**config.mk**
```make
export PLATFORM = sky130hd
export DESIGN_NAME = hfp_ports
export DESIGN_NICKNAME = d
export VERILOG_FILES = /design/src/hfp_pkg.sv /design/src/hfp_fifo.sv /design/src/hfp_ports.sv
export VERILOG_INCLUDE_DIRS = /design/src /design/src/src
export SDC_FILE = /design/constraint.sdc
export NUM_CORES = 2
export LEC_CHECK = 0
export BUFFER_PORTS_ARGS = -buffer_cell sky130_fd_sc_hd__clkbuf_2
export CAP_MARGIN = 20
export CORE_UTILIZATION = 50
export CTS_BUF_LIST = sky130_fd_sc_hd__clkbuf_4
export DETAILED_ROUTE_END_ITERATION = 12
export PLACE_DENSITY = 0.66
export SYNTH_ARGS = -nofsm -noshare
export SYNTH_HDL_FRONTEND = slang
export SYNTH_SLANG_ARGS = --single-unit
```
**constraint.sdc**
```tcl
create_clock -name i_clk -period 12 [get_ports i_clk]
set_clock_uncertainty 0.05 [all_clocks]
set_input_delay 0 -clock i_clk [delete_from_list [all_inputs] [get_ports i_clk]]
set_output_delay 0 -clock i_clk [all_outputs]
set_load 0.02 [all_outputs]
```
**src/hfp_consts.svh**
```systemverilog
`ifndef HFP_CONSTS_SVH
`define HFP_CONSTS_SVH

// ==========================================================
// Host word indices (byte address = index * 4)
`define HFP_W_RXD_LO 6'h00
`define HFP_W_RXD_HI 6'h0f
`define HFP_W_TXD_LO 6'h10
`define HFP_W_TXD_HI 6'h1f
`define HFP_W_RXS_POP 6'h20
`define HFP_W_RXS_VIEW 6'h21
`define HFP_W_TXS_POP 6'h22
`define HFP_W_TXS_VIEW 6'h23
`define HFP_W_LEVEL 6'h24
`define HFP_W_EVENT 6'h25
`define HFP_W_CTRL 6'h26
`define HFP_W_SIZE 6'h27
`define HFP_W_CMD 6'h28

// ==========================================================
// Field positions
`define HFP_EV_RXS_OVF 0
`define HFP_EV_TXD_OVF 1
`define HFP_EV_RXD_UNDER 2
`define HFP_EV_LINK_HIGH 3
`define HFP_EV_LINK_LOW 4
`define HFP_CTRL_SRST 0
`define HFP_CTRL_RXEN 1
`define HFP_CTRL_WAKE 2
`define HFP_CMD_FLUSH_RXD 0
`define HFP_CMD_FLUSH_TXD 1
`define HFP_SIZE_RXD_LSB 0
`define HFP_SIZE_TXD_LSB 8
`define HFP_SIZE_RXS_LSB 16
`define HFP_SIZE_TXS_LSB 24

// ==========================================================
// Reset values
`define HFP_RXEN_RST 1'h0
`define HFP_WAKE_RST 1'h0
`define HFP_HOLD_RST 16'h0000

`endif

```
**src/hfp_pkg.sv**
```systemverilog
package hfp_pkg;

   typedef enum logic [3:0] {
      HFP_PORT_NONE = 4'h0,
      HFP_PORT_RXD = 4'h1,
      HFP_PORT_TXD = 4'h2,
      HFP_PORT_RXS_POP = 4'h3,
      HFP_PORT_RXS_VIEW = 4'h4,
      HFP_PORT_TXS_POP = 4'h5,
      HFP_PORT_TXS_VIEW = 4'h6,
      HFP_PORT_LEVEL = 4'h7,
      HFP_PORT_EVENT = 4'h8,
      HFP_PORT_CTRL = 4'h9,
      HFP_PORT_SIZE = 4'ha,
      HFP_PORT_CMD = 4'hb
   } hfp_port_t;

endpackage

```
**src/hfp_fifo.sv**
```systemverilog
`timescale 1ns/10ps
module hfp_fifo #(
   parameter int WIDTH = 32,
   parameter int DEPTH = 16,
   localparam int AW = $clog2(DEPTH),
   localparam int CW = AW + 1
) (
   input wire logic i_clk, // Clock
   input wire logic i_clr, // Synchronous clear
   input wire logic [CW-1:0] i_limit, // Usable entries, 0 means all
   input wire logic i_valid, // Fill side valid
   output logic o_ready, // Fill side ready
   input wire logic [WIDTH-1:0] i_data, // Fill side data
   output logic o_valid, // Drain side valid
   input wire logic i_ready, // Drain side ready
   output logic [WIDTH-1:0] o_data, // Drain side head entry
   output logic [CW-1:0] o_count // Entries held
);

   // ==========================================================
   // Storage and pointers (DEPTH must be a power of two)
   logic [WIDTH-1:0] mem [DEPTH];
   logic [AW-1:0] rd_ptr;
   logic [AW-1:0] wr_ptr;
   logic [CW-1:0] count;
   wire [CW-1:0] full_depth = CW'(DEPTH);
   wire [CW-1:0] eff_limit = (i_limit == '0 || i_limit > full_depth) ? full_depth : i_limit;
   wire push = i_valid & o_ready;
   wire pop = o_valid & i_ready;

   assign o_ready = count < eff_limit;
   assign o_valid = count != '0;
   assign o_data = mem[rd_ptr];
   assign o_count = count;

   always_ff @(posedge i_clk) begin
      if (i_clr) begin
         rd_ptr <= '0;
         wr_ptr <= '0;
         count <= '0;
      end else begin
         if (push)
            wr_ptr <= wr_ptr + AW'(1);
         if (pop)
            rd_ptr <= rd_ptr + AW'(1);
         if (push && !pop)
            count <= count + CW'(1);
         else if (pop && !push)
            count <= count - CW'(1);
      end
   end

   always_ff @(posedge i_clk) begin
      if (push)
         mem[wr_ptr] <= i_data;
   end

endmodule // hfp_fifo

```
**src/hfp_ports.sv**
```systemverilog
`timescale 1ns/10ps
`include "hfp_consts.svh"
module hfp_ports import hfp_pkg::*; #(
   parameter int DEPTH = 16,
   localparam int CW = $clog2(DEPTH) + 1
) (
   input wire logic i_clk, // 25 MHz clock
   input wire logic i_srst, // System reset, high
   input wire logic i_por, // Power-on reset, high
   input wire logic i_cs, // Host chip select
   input wire logic i_rd, // Host read strobe
   input wire logic i_wr, // Host write strobe
   input wire logic [7:1] i_addr, // Host half-word address
   input wire logic [15:0] i_wdata, // Host write data
   output logic [15:0] o_rdata, // Host read data
   output logic o_rvalid, // Read data valid pulse
   input wire logic i_rxs_valid, // Receive status push valid
   output logic o_rxs_ready, // Receive status push ready
   input wire logic [31:0] i_rxs_data, // Receive status entry
   input wire logic i_rxd_valid, // Receive data push valid
   output logic o_rxd_ready, // Receive data push ready
   input wire logic [31:0] i_rxd_data, // Receive data word
   input wire logic i_txs_valid, // Transmit status push valid
   output logic o_txs_ready, // Transmit status push ready
   input wire logic [31:0] i_txs_data, // Transmit status entry
   output logic o_txd_valid, // Transmit data valid
   input wire logic i_txd_ready, // Transmit data taken
   output logic [31:0] o_txd_data, // Transmit data word
   input wire logic i_link_up, // Link state level
   output logic o_rx_enable, // Receive path enabled
   output logic o_wake_cfg // Wake configuration bit
);

   // ==========================================================
   // Address decode
   function automatic hfp_port_t hfp_decode(input logic [5:0] w);
      hfp_port_t p;
      p = HFP_PORT_NONE;
      if (w >= `HFP_W_RXD_LO && w <= `HFP_W_RXD_HI)
         p = HFP_PORT_RXD;
      else if (w >= `HFP_W_TXD_LO && w <= `HFP_W_TXD_HI)
         p = HFP_PORT_TXD;
      else begin
         case (w)
            `HFP_W_RXS_POP: p = HFP_PORT_RXS_POP;
            `HFP_W_RXS_VIEW: p = HFP_PORT_RXS_VIEW;
            `HFP_W_TXS_POP: p = HFP_PORT_TXS_POP;
            `HFP_W_TXS_VIEW: p = HFP_PORT_TXS_VIEW;
            `HFP_W_LEVEL: p = HFP_PORT_LEVEL;
            `HFP_W_EVENT: p = HFP_PORT_EVENT;
            `HFP_W_CTRL: p = HFP_PORT_CTRL;
            `HFP_W_SIZE: p = HFP_PORT_SIZE;
            `HFP_W_CMD: p = HFP_PORT_CMD;
            default: p = HFP_PORT_NONE;
         endcase
      end
      return p;
   endfunction

   function automatic logic [7:0] hfp_lane(input logic [CW-1:0] c);
      return 8'(c);
   endfunction

   wire hfp_port_t sel = hfp_decode(i_addr[7:2]);
   wire hi_half = i_addr[1];
   wire rd_lo = i_cs & i_rd & ~hi_half;
   wire rd_hi = i_cs & i_rd & hi_half;
   wire wr_lo = i_cs & i_wr & ~hi_half;
   wire wr_hi = i_cs & i_wr & hi_half;

   // ==========================================================
   // Resets
   logic soft_rst;
   wire hard_rst = i_srst | i_por;
   wire any_rst = hard_rst | soft_rst;

   // ==========================================================
   // Write pairing: low half parked, high half commits
   logic [15:0] wr_low;
   wire [31:0] wr_word = {i_wdata, wr_low};
   wire wr_ctrl = wr_hi && sel == HFP_PORT_CTRL;
   wire wr_size = wr_hi && sel == HFP_PORT_SIZE;
   wire wr_cmd = wr_hi && sel == HFP_PORT_CMD;
   wire wr_event = wr_hi && sel == HFP_PORT_EVENT;

   // ==========================================================
   // Queues
   logic rx_enable;
   logic wake_cfg;
   logic [31:0] size_cfg;
   logic rxs_vld, rxd_vld, txs_vld, rxs_in_rdy, rxd_in_rdy, txd_in_rdy;
   logic [31:0] rxs_q, rxd_q, txs_q;
   logic [CW-1:0] rxs_cnt, rxd_cnt, txs_cnt, txd_cnt;

   wire pop_rxs = rd_hi && sel == HFP_PORT_RXS_POP && rxs_vld;
   wire pop_rxd = rd_hi && sel == HFP_PORT_RXD && rxd_vld;
   wire pop_txs = rd_hi && sel == HFP_PORT_TXS_POP && txs_vld;
   wire push_txd = wr_hi && sel == HFP_PORT_TXD;
   wire flush_rxd = wr_cmd & wr_word[`HFP_CMD_FLUSH_RXD];
   wire flush_txd = wr_cmd & wr_word[`HFP_CMD_FLUSH_TXD];
   wire rxs_push = i_rxs_valid & o_rxs_ready;
   wire rxd_push = i_rxd_valid & o_rxd_ready;

   assign o_rxs_ready = rxs_in_rdy & rx_enable;
   assign o_rxd_ready = rxd_in_rdy & rx_enable;

   hfp_fifo #(.WIDTH(32), .DEPTH(DEPTH)) u_rxs_fifo (
      .i_clk(i_clk),
      .i_clr(any_rst),
      .i_limit(CW'(size_cfg[`HFP_SIZE_RXS_LSB +: 8])),
      .i_valid(i_rxs_valid & rx_enable),
      .o_ready(rxs_in_rdy),
      .i_data(i_rxs_data),
      .o_valid(rxs_vld),
      .i_ready(pop_rxs),
      .o_data(rxs_q),
      .o_count(rxs_cnt)
   );

   hfp_fifo #(.WIDTH(32), .DEPTH(DEPTH)) u_rxd_fifo (
      .i_clk(i_clk),
      .i_clr(any_rst | flush_rxd),
      .i_limit(CW'(size_cfg[`HFP_SIZE_RXD_LSB +: 8])),
      .i_valid(i_rxd_valid & rx_enable),
      .o_ready(rxd_in_rdy),
      .i_data(i_rxd_data),
      .o_valid(rxd_vld),
      .i_ready(pop_rxd),
      .o_data(rxd_q),
      .o_count(rxd_cnt)
   );

   hfp_fifo #(.WIDTH(32), .DEPTH(DEPTH)) u_txs_fifo (
      .i_clk(i_clk),
      .i_clr(any_rst),
      .i_limit(CW'(size_cfg[`HFP_SIZE_TXS_LSB +: 8])),
      .i_valid(i_txs_valid),
      .o_ready(o_txs_ready),
      .i_data(i_txs_data),
      .o_valid(txs_vld),
      .i_ready(pop_txs),
      .o_data(txs_q),
      .o_count(txs_cnt)
   );

   hfp_fifo #(.WIDTH(32), .DEPTH(DEPTH)) u_txd_fifo (
      .i_clk(i_clk),
      .i_clr(any_rst | flush_txd),
      .i_limit(CW'(size_cfg[`HFP_SIZE_TXD_LSB +: 8])),
      .i_valid(push_txd),
      .o_ready(txd_in_rdy),
      .i_data(wr_word),
      .o_valid(o_txd_valid),
      .i_ready(i_txd_ready),
      .o_data(o_txd_data),
      .o_count(txd_cnt)
   );

   // ==========================================================
   // Event status
   logic rxs_ovf, txd_ovf, rxd_under, link_high_seen, link_low_seen;
   wire ev_read = rd_hi && sel == HFP_PORT_EVENT;
   wire rxs_drop = i_rxs_valid & rx_enable & ~rxs_in_rdy;
   wire txd_drop = push_txd & ~txd_in_rdy;
   wire under_ev = rd_hi && sel == HFP_PORT_RXD && !rxd_vld;
   wire clr_rxs_ovf = wr_event & wr_word[`HFP_EV_RXS_OVF];
   wire clr_txd_ovf = wr_event & wr_word[`HFP_EV_TXD_OVF];
   wire [31:0] event_word = {27'h0, ~link_low_seen, link_high_seen, rxd_under, txd_ovf, rxs_ovf};

   always_ff @(posedge i_clk) begin
      if (any_rst) begin
         rxs_ovf <= 1'b0;
         txd_ovf <= 1'b0;
         rxd_under <= 1'b0;
         link_high_seen <= 1'b0;
         link_low_seen <= 1'b0;
      end else begin
         rxs_ovf <= (rxs_ovf & ~clr_rxs_ovf) | rxs_drop;
         txd_ovf <= (txd_ovf & ~clr_txd_ovf) | txd_drop;
         rxd_under <= (rxd_under & ~ev_read) | under_ev;
         link_high_seen <= (link_high_seen & ~ev_read) | i_link_up;
         link_low_seen <= (link_low_seen & ~ev_read) | ~i_link_up;
      end
   end

   // ==========================================================
   // Control, size and reset registers
   always_ff @(posedge i_clk) begin
      if (hard_rst)
         soft_rst <= 1'b0;
      else
         soft_rst <= wr_ctrl & wr_word[`HFP_CTRL_SRST];
   end

   always_ff @(posedge i_clk) begin
      if (any_rst) begin
         rx_enable <= `HFP_RXEN_RST;
         size_cfg <= {4{hfp_lane(CW'(DEPTH))}};
         wr_low <= `HFP_HOLD_RST;
      end else begin
         if (wr_ctrl)
            rx_enable <= wr_word[`HFP_CTRL_RXEN];
         if (wr_size)
            size_cfg <= wr_word;
         if (wr_lo)
            wr_low <= i_wdata;
      end
   end

   always_ff @(posedge i_clk) begin
      if (hard_rst)
         wake_cfg <= `HFP_WAKE_RST;
      else if (wr_ctrl)
         wake_cfg <= wr_word[`HFP_CTRL_WAKE];
   end

   assign o_rx_enable = rx_enable;
   assign o_wake_cfg = wake_cfg;

   // ==========================================================
   // Read selection: write-only and unmapped locations read zero
   wire [31:0] level_word = {hfp_lane(txd_cnt), hfp_lane(txs_cnt), hfp_lane(rxd_cnt), hfp_lane(rxs_cnt)};
   wire [31:0] ctrl_word = {29'h0, wake_cfg, rx_enable, 1'b0};
   wire [31:0] rxd_word = rxd_vld ? rxd_q : 32'h0;
   wire [31:0] rxs_word = rxs_vld ? rxs_q : 32'h0;
   wire [31:0] txs_word = txs_vld ? txs_q : 32'h0;
   wire [31:0] rd_word =
      (sel == HFP_PORT_RXD) ? rxd_word :
      (sel == HFP_PORT_RXS_POP || sel == HFP_PORT_RXS_VIEW) ? rxs_word :
      (sel == HFP_PORT_TXS_POP || sel == HFP_PORT_TXS_VIEW) ? txs_word :
      (sel == HFP_PORT_LEVEL) ? level_word :
      (sel == HFP_PORT_EVENT) ? event_word :
      (sel == HFP_PORT_CTRL) ? ctrl_word :
      (sel == HFP_PORT_SIZE) ? size_cfg :
      32'h0;

   // ==========================================================
   // Read pairing: low half captures the word, high half returns the rest
   logic [15:0] rd_high;
   always_ff @(posedge i_clk) begin
      if (any_rst) begin
         o_rdata <= 16'h0000;
         o_rvalid <= 1'b0;
         rd_high <= `HFP_HOLD_RST;
      end else begin
         o_rvalid <= rd_lo | rd_hi;
         if (rd_lo) begin
            o_rdata <= rd_word[15:0];
            rd_high <= rd_word[31:16];
         end else if (rd_hi) begin
            o_rdata <= rd_high;
         end
      end
   end

   // ==========================================================
   // Checks
   a_ro_write_ignored: assert property (@(posedge i_clk) disable iff (any_rst)
      (wr_hi && (sel == HFP_PORT_RXD || sel == HFP_PORT_RXS_POP) && !rxd_push && !rxs_push)
      |=> (rxd_cnt == $past(rxd_cnt) && rxs_cnt == $past(rxs_cnt)))
      else $error("write to read-only port changed a queue");

   a_wo_read_zero: assert property (@(posedge i_clk) disable iff (any_rst)
      (i_cs && i_rd && (sel == HFP_PORT_TXD || sel == HFP_PORT_CMD) && !hi_half)
      |=> (o_rvalid && o_rdata == 16'h0000))
      else $error("write-only port read non-zero");

   a_w1c_clear_keep: assert property (@(posedge i_clk) disable iff (any_rst)
      (wr_event && !rxs_drop && !txd_drop && !soft_rst)
      |=> (rxs_ovf == ($past(rxs_ovf) && !$past(wr_word[`HFP_EV_RXS_OVF]))
         && txd_ovf == ($past(txd_ovf) && !$past(wr_word[`HFP_EV_TXD_OVF]))))
      else $error("write-one-clear bit wrong after write");

   a_cor_clears: assert property (@(posedge i_clk) disable iff (any_rst)
      (ev_read && rxd_under) |=> !rxd_under)
      else $error("clear-on-read bit survived read");

   a_latch_high_hold: assert property (@(posedge i_clk) disable iff (any_rst)
      (i_link_up ##1 (!ev_read && !i_link_up)) |=> link_high_seen)
      else $error("latch-high bit lost before read");

   a_exempt_kept: assert property (@(posedge i_clk) disable iff (hard_rst)
      soft_rst |=> (wake_cfg == $past(wake_cfg) && rx_enable == `HFP_RXEN_RST))
      else $error("software reset disturbed exempt bit");

   a_soft_defaults: assert property (@(posedge i_clk) disable iff (hard_rst)
      (wr_ctrl && wr_word[0]) |=> ##1 (rxs_cnt == '0 && !rxs_ovf && size_cfg[7:0] == hfp_lane(CW'(DEPTH))))
      else $error("software reset left a register off default");

   a_rxs_pop_once: assert property (@(posedge i_clk) disable iff (any_rst)
      (pop_rxs && !rxs_push) |=> rxs_cnt + CW'(1) == $past(rxs_cnt))
      else $error("status pop did not remove one entry");

   a_view_keeps: assert property (@(posedge i_clk) disable iff (any_rst)
      (rd_hi && sel == HFP_PORT_RXS_VIEW && !rxs_push) |=> $stable(rxs_cnt))
      else $error("view port removed an entry");

   a_rxd_alias_pop: assert property (@(posedge i_clk) disable iff (any_rst)
      (pop_rxd && !rxd_push && !flush_rxd) |=> rxd_cnt + CW'(1) == $past(rxd_cnt))
      else $error("receive data read did not pop");

   a_txd_push_once: assert property (@(posedge i_clk) disable iff (any_rst)
      (push_txd && txd_in_rdy && !(o_txd_valid && i_txd_ready)) |=> txd_cnt == $past(txd_cnt) + CW'(1))
      else $error("transmit data write did not push");

   a_low_half_quiet: assert property (@(posedge i_clk) disable iff (any_rst)
      (rd_lo && !rxd_push) |=> $stable(rxd_cnt))
      else $error("first half access moved a queue");

   a_pair_return: assert property (@(posedge i_clk) disable iff (any_rst)
      (rd_lo ##1 (rd_hi && !rd_lo)) |=> o_rdata == $past(rd_word[31:16], 2))
      else $error("second half did not return upper half of word");

endmodule // hfp_ports

```
==> impl_metrics.yaml <==
routing:
  vias: 44800
  viasPerCell: 5.88
  drt_iter0_markers: 4448
  wl_per_cell_um: 27.6
  drt_pre_antenna_iters: 6
  drc: 0
  ant_nets: 0
  routed_wirelength_um: 210000
global_route:
  antenna_found_initial: 24
  gr-total-overflow: 0
  track_usage_pct: 24.3
  grt_pass1_wl_um: 305000
  grt_pass1_vias: 46100
  grt_max_degree: 110
final_layout:
  fill_cells: 12500
  fin_nets: 5211
  drive_gt1_share_pct: 33.7
  final-seq-area_sq_um: 64700
  postLayoutCellArea_sq_um: 99200
  areaGrowthSynthToFinish_pct: 15.9
  multi_input_comb_area_sq_um: 20100
  fin_cells: 7620
power:
  power_density_nw_per_um2: 152
  ir_drop_mv: 0.127
  p_leak_nw: 31.6
  power.total_mw: 15.0
logic_synthesis:
  ys.flop_type: "edfxtp_1"
  synth.net_count: 4302
  synthDistinctLibCells: 67
  yosysWarnings: 0
  synthesis.area_sq_um: 85600
  synthArstFlopShare_pct: 0
  synth-seq-cells: 2205
  syn_inst: 4111
  yosysSeqAreaShare_pct: 75.5
  synth.avg_cell_area_sq_um: 20.8
  synth_edf_count: 2048
worst_setup_path:
  worst-path-max-fanout: 47
  arrival_ns: 5.43
  r2r_end: "u_rxs_fifo.o_count[4]"
  worstPathRequired_ns: 11.95
  crit_path_end_kind: "output port"
  r2r_cells: 14
  path_class: "reg2out"
  startpoint_type: "flip-flop"
  crit-reg2reg-launch: "size_cfg[16]"
  worst-r2r-setup-slack_ns: 7.42
min_path:
  holdPathEnd: "o_rdata[0]"
  whs_path_depth: 8
  hold_path_class: "in2reg"
  min-delay-start: "i_addr[2]"
job:
  cap_violations: 0
sta:
  maxSlewHeadroom_pct: 23.5
  tightest_slew_ns: 1.15
  fin_crit_ns: 5.48
  finalCritPeriodShare_pct: 45.6
  setup-tns-final_ns: 0
  final_max_slew_viol_count: 0
  rsz0062_at_grt: "no"
  finalSetupViolCount: 0
  worst_slack_ns: 6.52
  finalHoldViolCount: 0
  timing.fmax_mhz: 183
die:
  start_util_pct: 50.5
  row_count: 151
  core_sq_um: 170000
  ioPinCount: 185
  die_h_um: 416
  die_width_um: 416
  fp.dieArea_sq_um: 173000
cts:
  cts_tree: "done"
  clockRootBuffer: "clkbuf_4"
  clock_sinks: 2205
  cts_max_level: 6
  clock_path_buffers: 4
  clk_pin_slew_worst_paths_ns: 0.07
  cts_buffers: 576
  worstSkewPairLatency_ns: 1.39
run_status:
  status: "finished clean"
placed_design:
  dpl_cell_area_sq_um: 89300
  placed_cells: 6374
  dp_hpwl_um: 117000
  port_buffers: 184
  pre_cts_slack_ns: 7.53
  place_congestion: 0.886
[metrics by stage]
stage | hold slack, ns | utilization, %
after floorplan | 0.0268 | -
after global placement | 0.192 | 52.6
after detailed placement | 0.194 | 52.6
after CTS | 0.0136 | 58.4
after global routing | 0.0855 | 58.5
final | 0.188 | 58.5
[placed cells by master (no fill, tap or decap), types with 15 or more instances in the layout]
cell type / n
edfxtp_1: 2048
clkbuf_4: 839
mux4_2: 560
dlygate4sd3_1: 278
clkbuf_2: 184
nand2_1: 146
dfxtp_1: 142
a21oi_1: 136
mux2i_1: 131
nor2_1: 113
buf_4: 81
a211oi_1: 73
clkinv_1: 72
ha_1: 57
inv_1: 40
o21ai_0: 34
nor2b_1: 34
nor3_1: 20
o22ai_1: 20
xnor2_1: 19
nand3_1: 18
and2_1: 18
diode_2: 17
o211ai_1: 17
and3_2: 17
xor2_1: 17
nor2_4: 16
and2_2: 16
inv_2: 15
[flip-flops by register name, summed over array words and instances (netlist names), 5 cells and up, named ones only]
| name | cells |
|---|---|
| u_rxs_fifo.mem | 512 |
| u_txs_fifo.mem | 512 |
| u_txd_fifo.mem | 512 |
| u_txd_fifo.o_count | 5 |
| wr_low | 16 |
| o_rdata | 16 |
| size_cfg | 32 |
| u_rxs_fifo.o_count | 5 |
| rd_high | 16 |
| u_rxd_fifo.o_count | 5 |
| u_txs_fifo.o_count | 5 |
| u_rxd_fifo.mem | 512 |
[power breakdown]
group          total [mW]  switching (mW)  internal [mW]
sequential           8.42          0.0199           8.40
combinational       0.348           0.209          0.138
clock                6.28            2.91           3.37
[cells by family (layout without fill, tap and decap cells)]
family	after synthesis	after routing	synth area share, %
flip-flops	2205	2205	75.5
multiplexers	695	695	16.3
AND/OR/NAND/NOR	491	491	2.81
AO/OA/AOI/OAI	360	360	2.74
buffers and inverters	263	1537	1.36
adder cells (fa/ha/maj)	61	61	0.926
XOR/XNOR	36	36	0.368
other	0	17	0
[critical path, stage by stage, from the launching register on]
cell	delay (ns)
dfxtp_4	0.91
buf_4	0.89
buf_4	0.78
mux4_2	0.63
mux4_2	0.53
clkbuf_2	0.19
[cell type report]
class,count,share of cell area [%]
flip-flops and latches,2205,65.2
inverters,40,0.151
multi-input cells,1643,20.2
clock buffers,839,6.35
repair buffers,554,4.58
diodes,17,0.0429
clock inverters,104,0.651
well taps,2218,2.80
[synthesized netlist by cell type, types with 9 or more instances]
| cell | n | share of area, % |
|---|---|---|
| and3_1 | 21 | 0.15 |
| a21oi_1 | 136 | 0.79 |
| nor2_1 | 130 | 0.57 |
| buf_2 | 73 | 0.43 |
| xor2_1 | 17 | 0.17 |
| a31oi_1 | 9 | 0.066 |
| dfxtp_1 | 157 | 3.7 |
| o211ai_1 | 17 | 0.15 |
| mux2i_1 | 131 | 1.5 |
| buf_4 | 20 | 0.18 |
| mux4_2 | 560 | 15 |
| clkbuf_1 | 104 | 0.46 |
| a221oi_1 | 11 | 0.11 |
| a21o_1 | 12 | 0.11 |
| inv_1 | 40 | 0.18 |
| ha_1 | 57 | 0.83 |
| edfxtp_1 | 2048 | 72 |
| nand3b_1 | 12 | 0.11 |
| o32ai_1 | 11 | 0.11 |
| buf_1 | 25 | 0.11 |
| o21ai_0 | 34 | 0.20 |
| nand2b_1 | 12 | 0.088 |
| nand2_1 | 146 | 0.64 |
| a211oi_1 | 75 | 0.66 |
| xnor2_1 | 19 | 0.19 |
| nand3_1 | 18 | 0.11 |
| nor3_1 | 31 | 0.18 |
| o22ai_1 | 20 | 0.15 |
| and2_1 | 30 | 0.22 |
| nor2b_1 | 37 | 0.27 |
[worst max-delay path by stage]
stage	endpoint	slack, ns	from	cells after the start
finish	o_txd_data[6]	6.52	flip-flop	5
global route	o_txd_data[6]	6.02	flip-flop	5
CTS	o_txd_data[6]	6.23	flip-flop	5
detailed placement	u_rxs_fifo.o_count[4]	7.53	size_cfg[16]	14
global placement	u_rxs_fifo.o_count[4]	7.55	size_cfg[16]	14
floorplan	u_txs_fifo.mem[5][0]	6.98	size_cfg[24]	8
[per-layer routing]
layer	track usage (%)	routed length, um	up-vias
met5	0	59	-
li1	-	-	19300
met3	5.57	15500	381
met4	10.2	7720	10
met1	31.3	81500	23200
met2	39.9	105000	1907
[timing repair]
item / CTS / global route
resized for setup: 0 / 0
hold buffers: 278 / 0
setup buffers: 0 / 0
endpoints found under the hold margin: 3680 / 0
No activity file was read; power rests on OpenSTA's default activity.
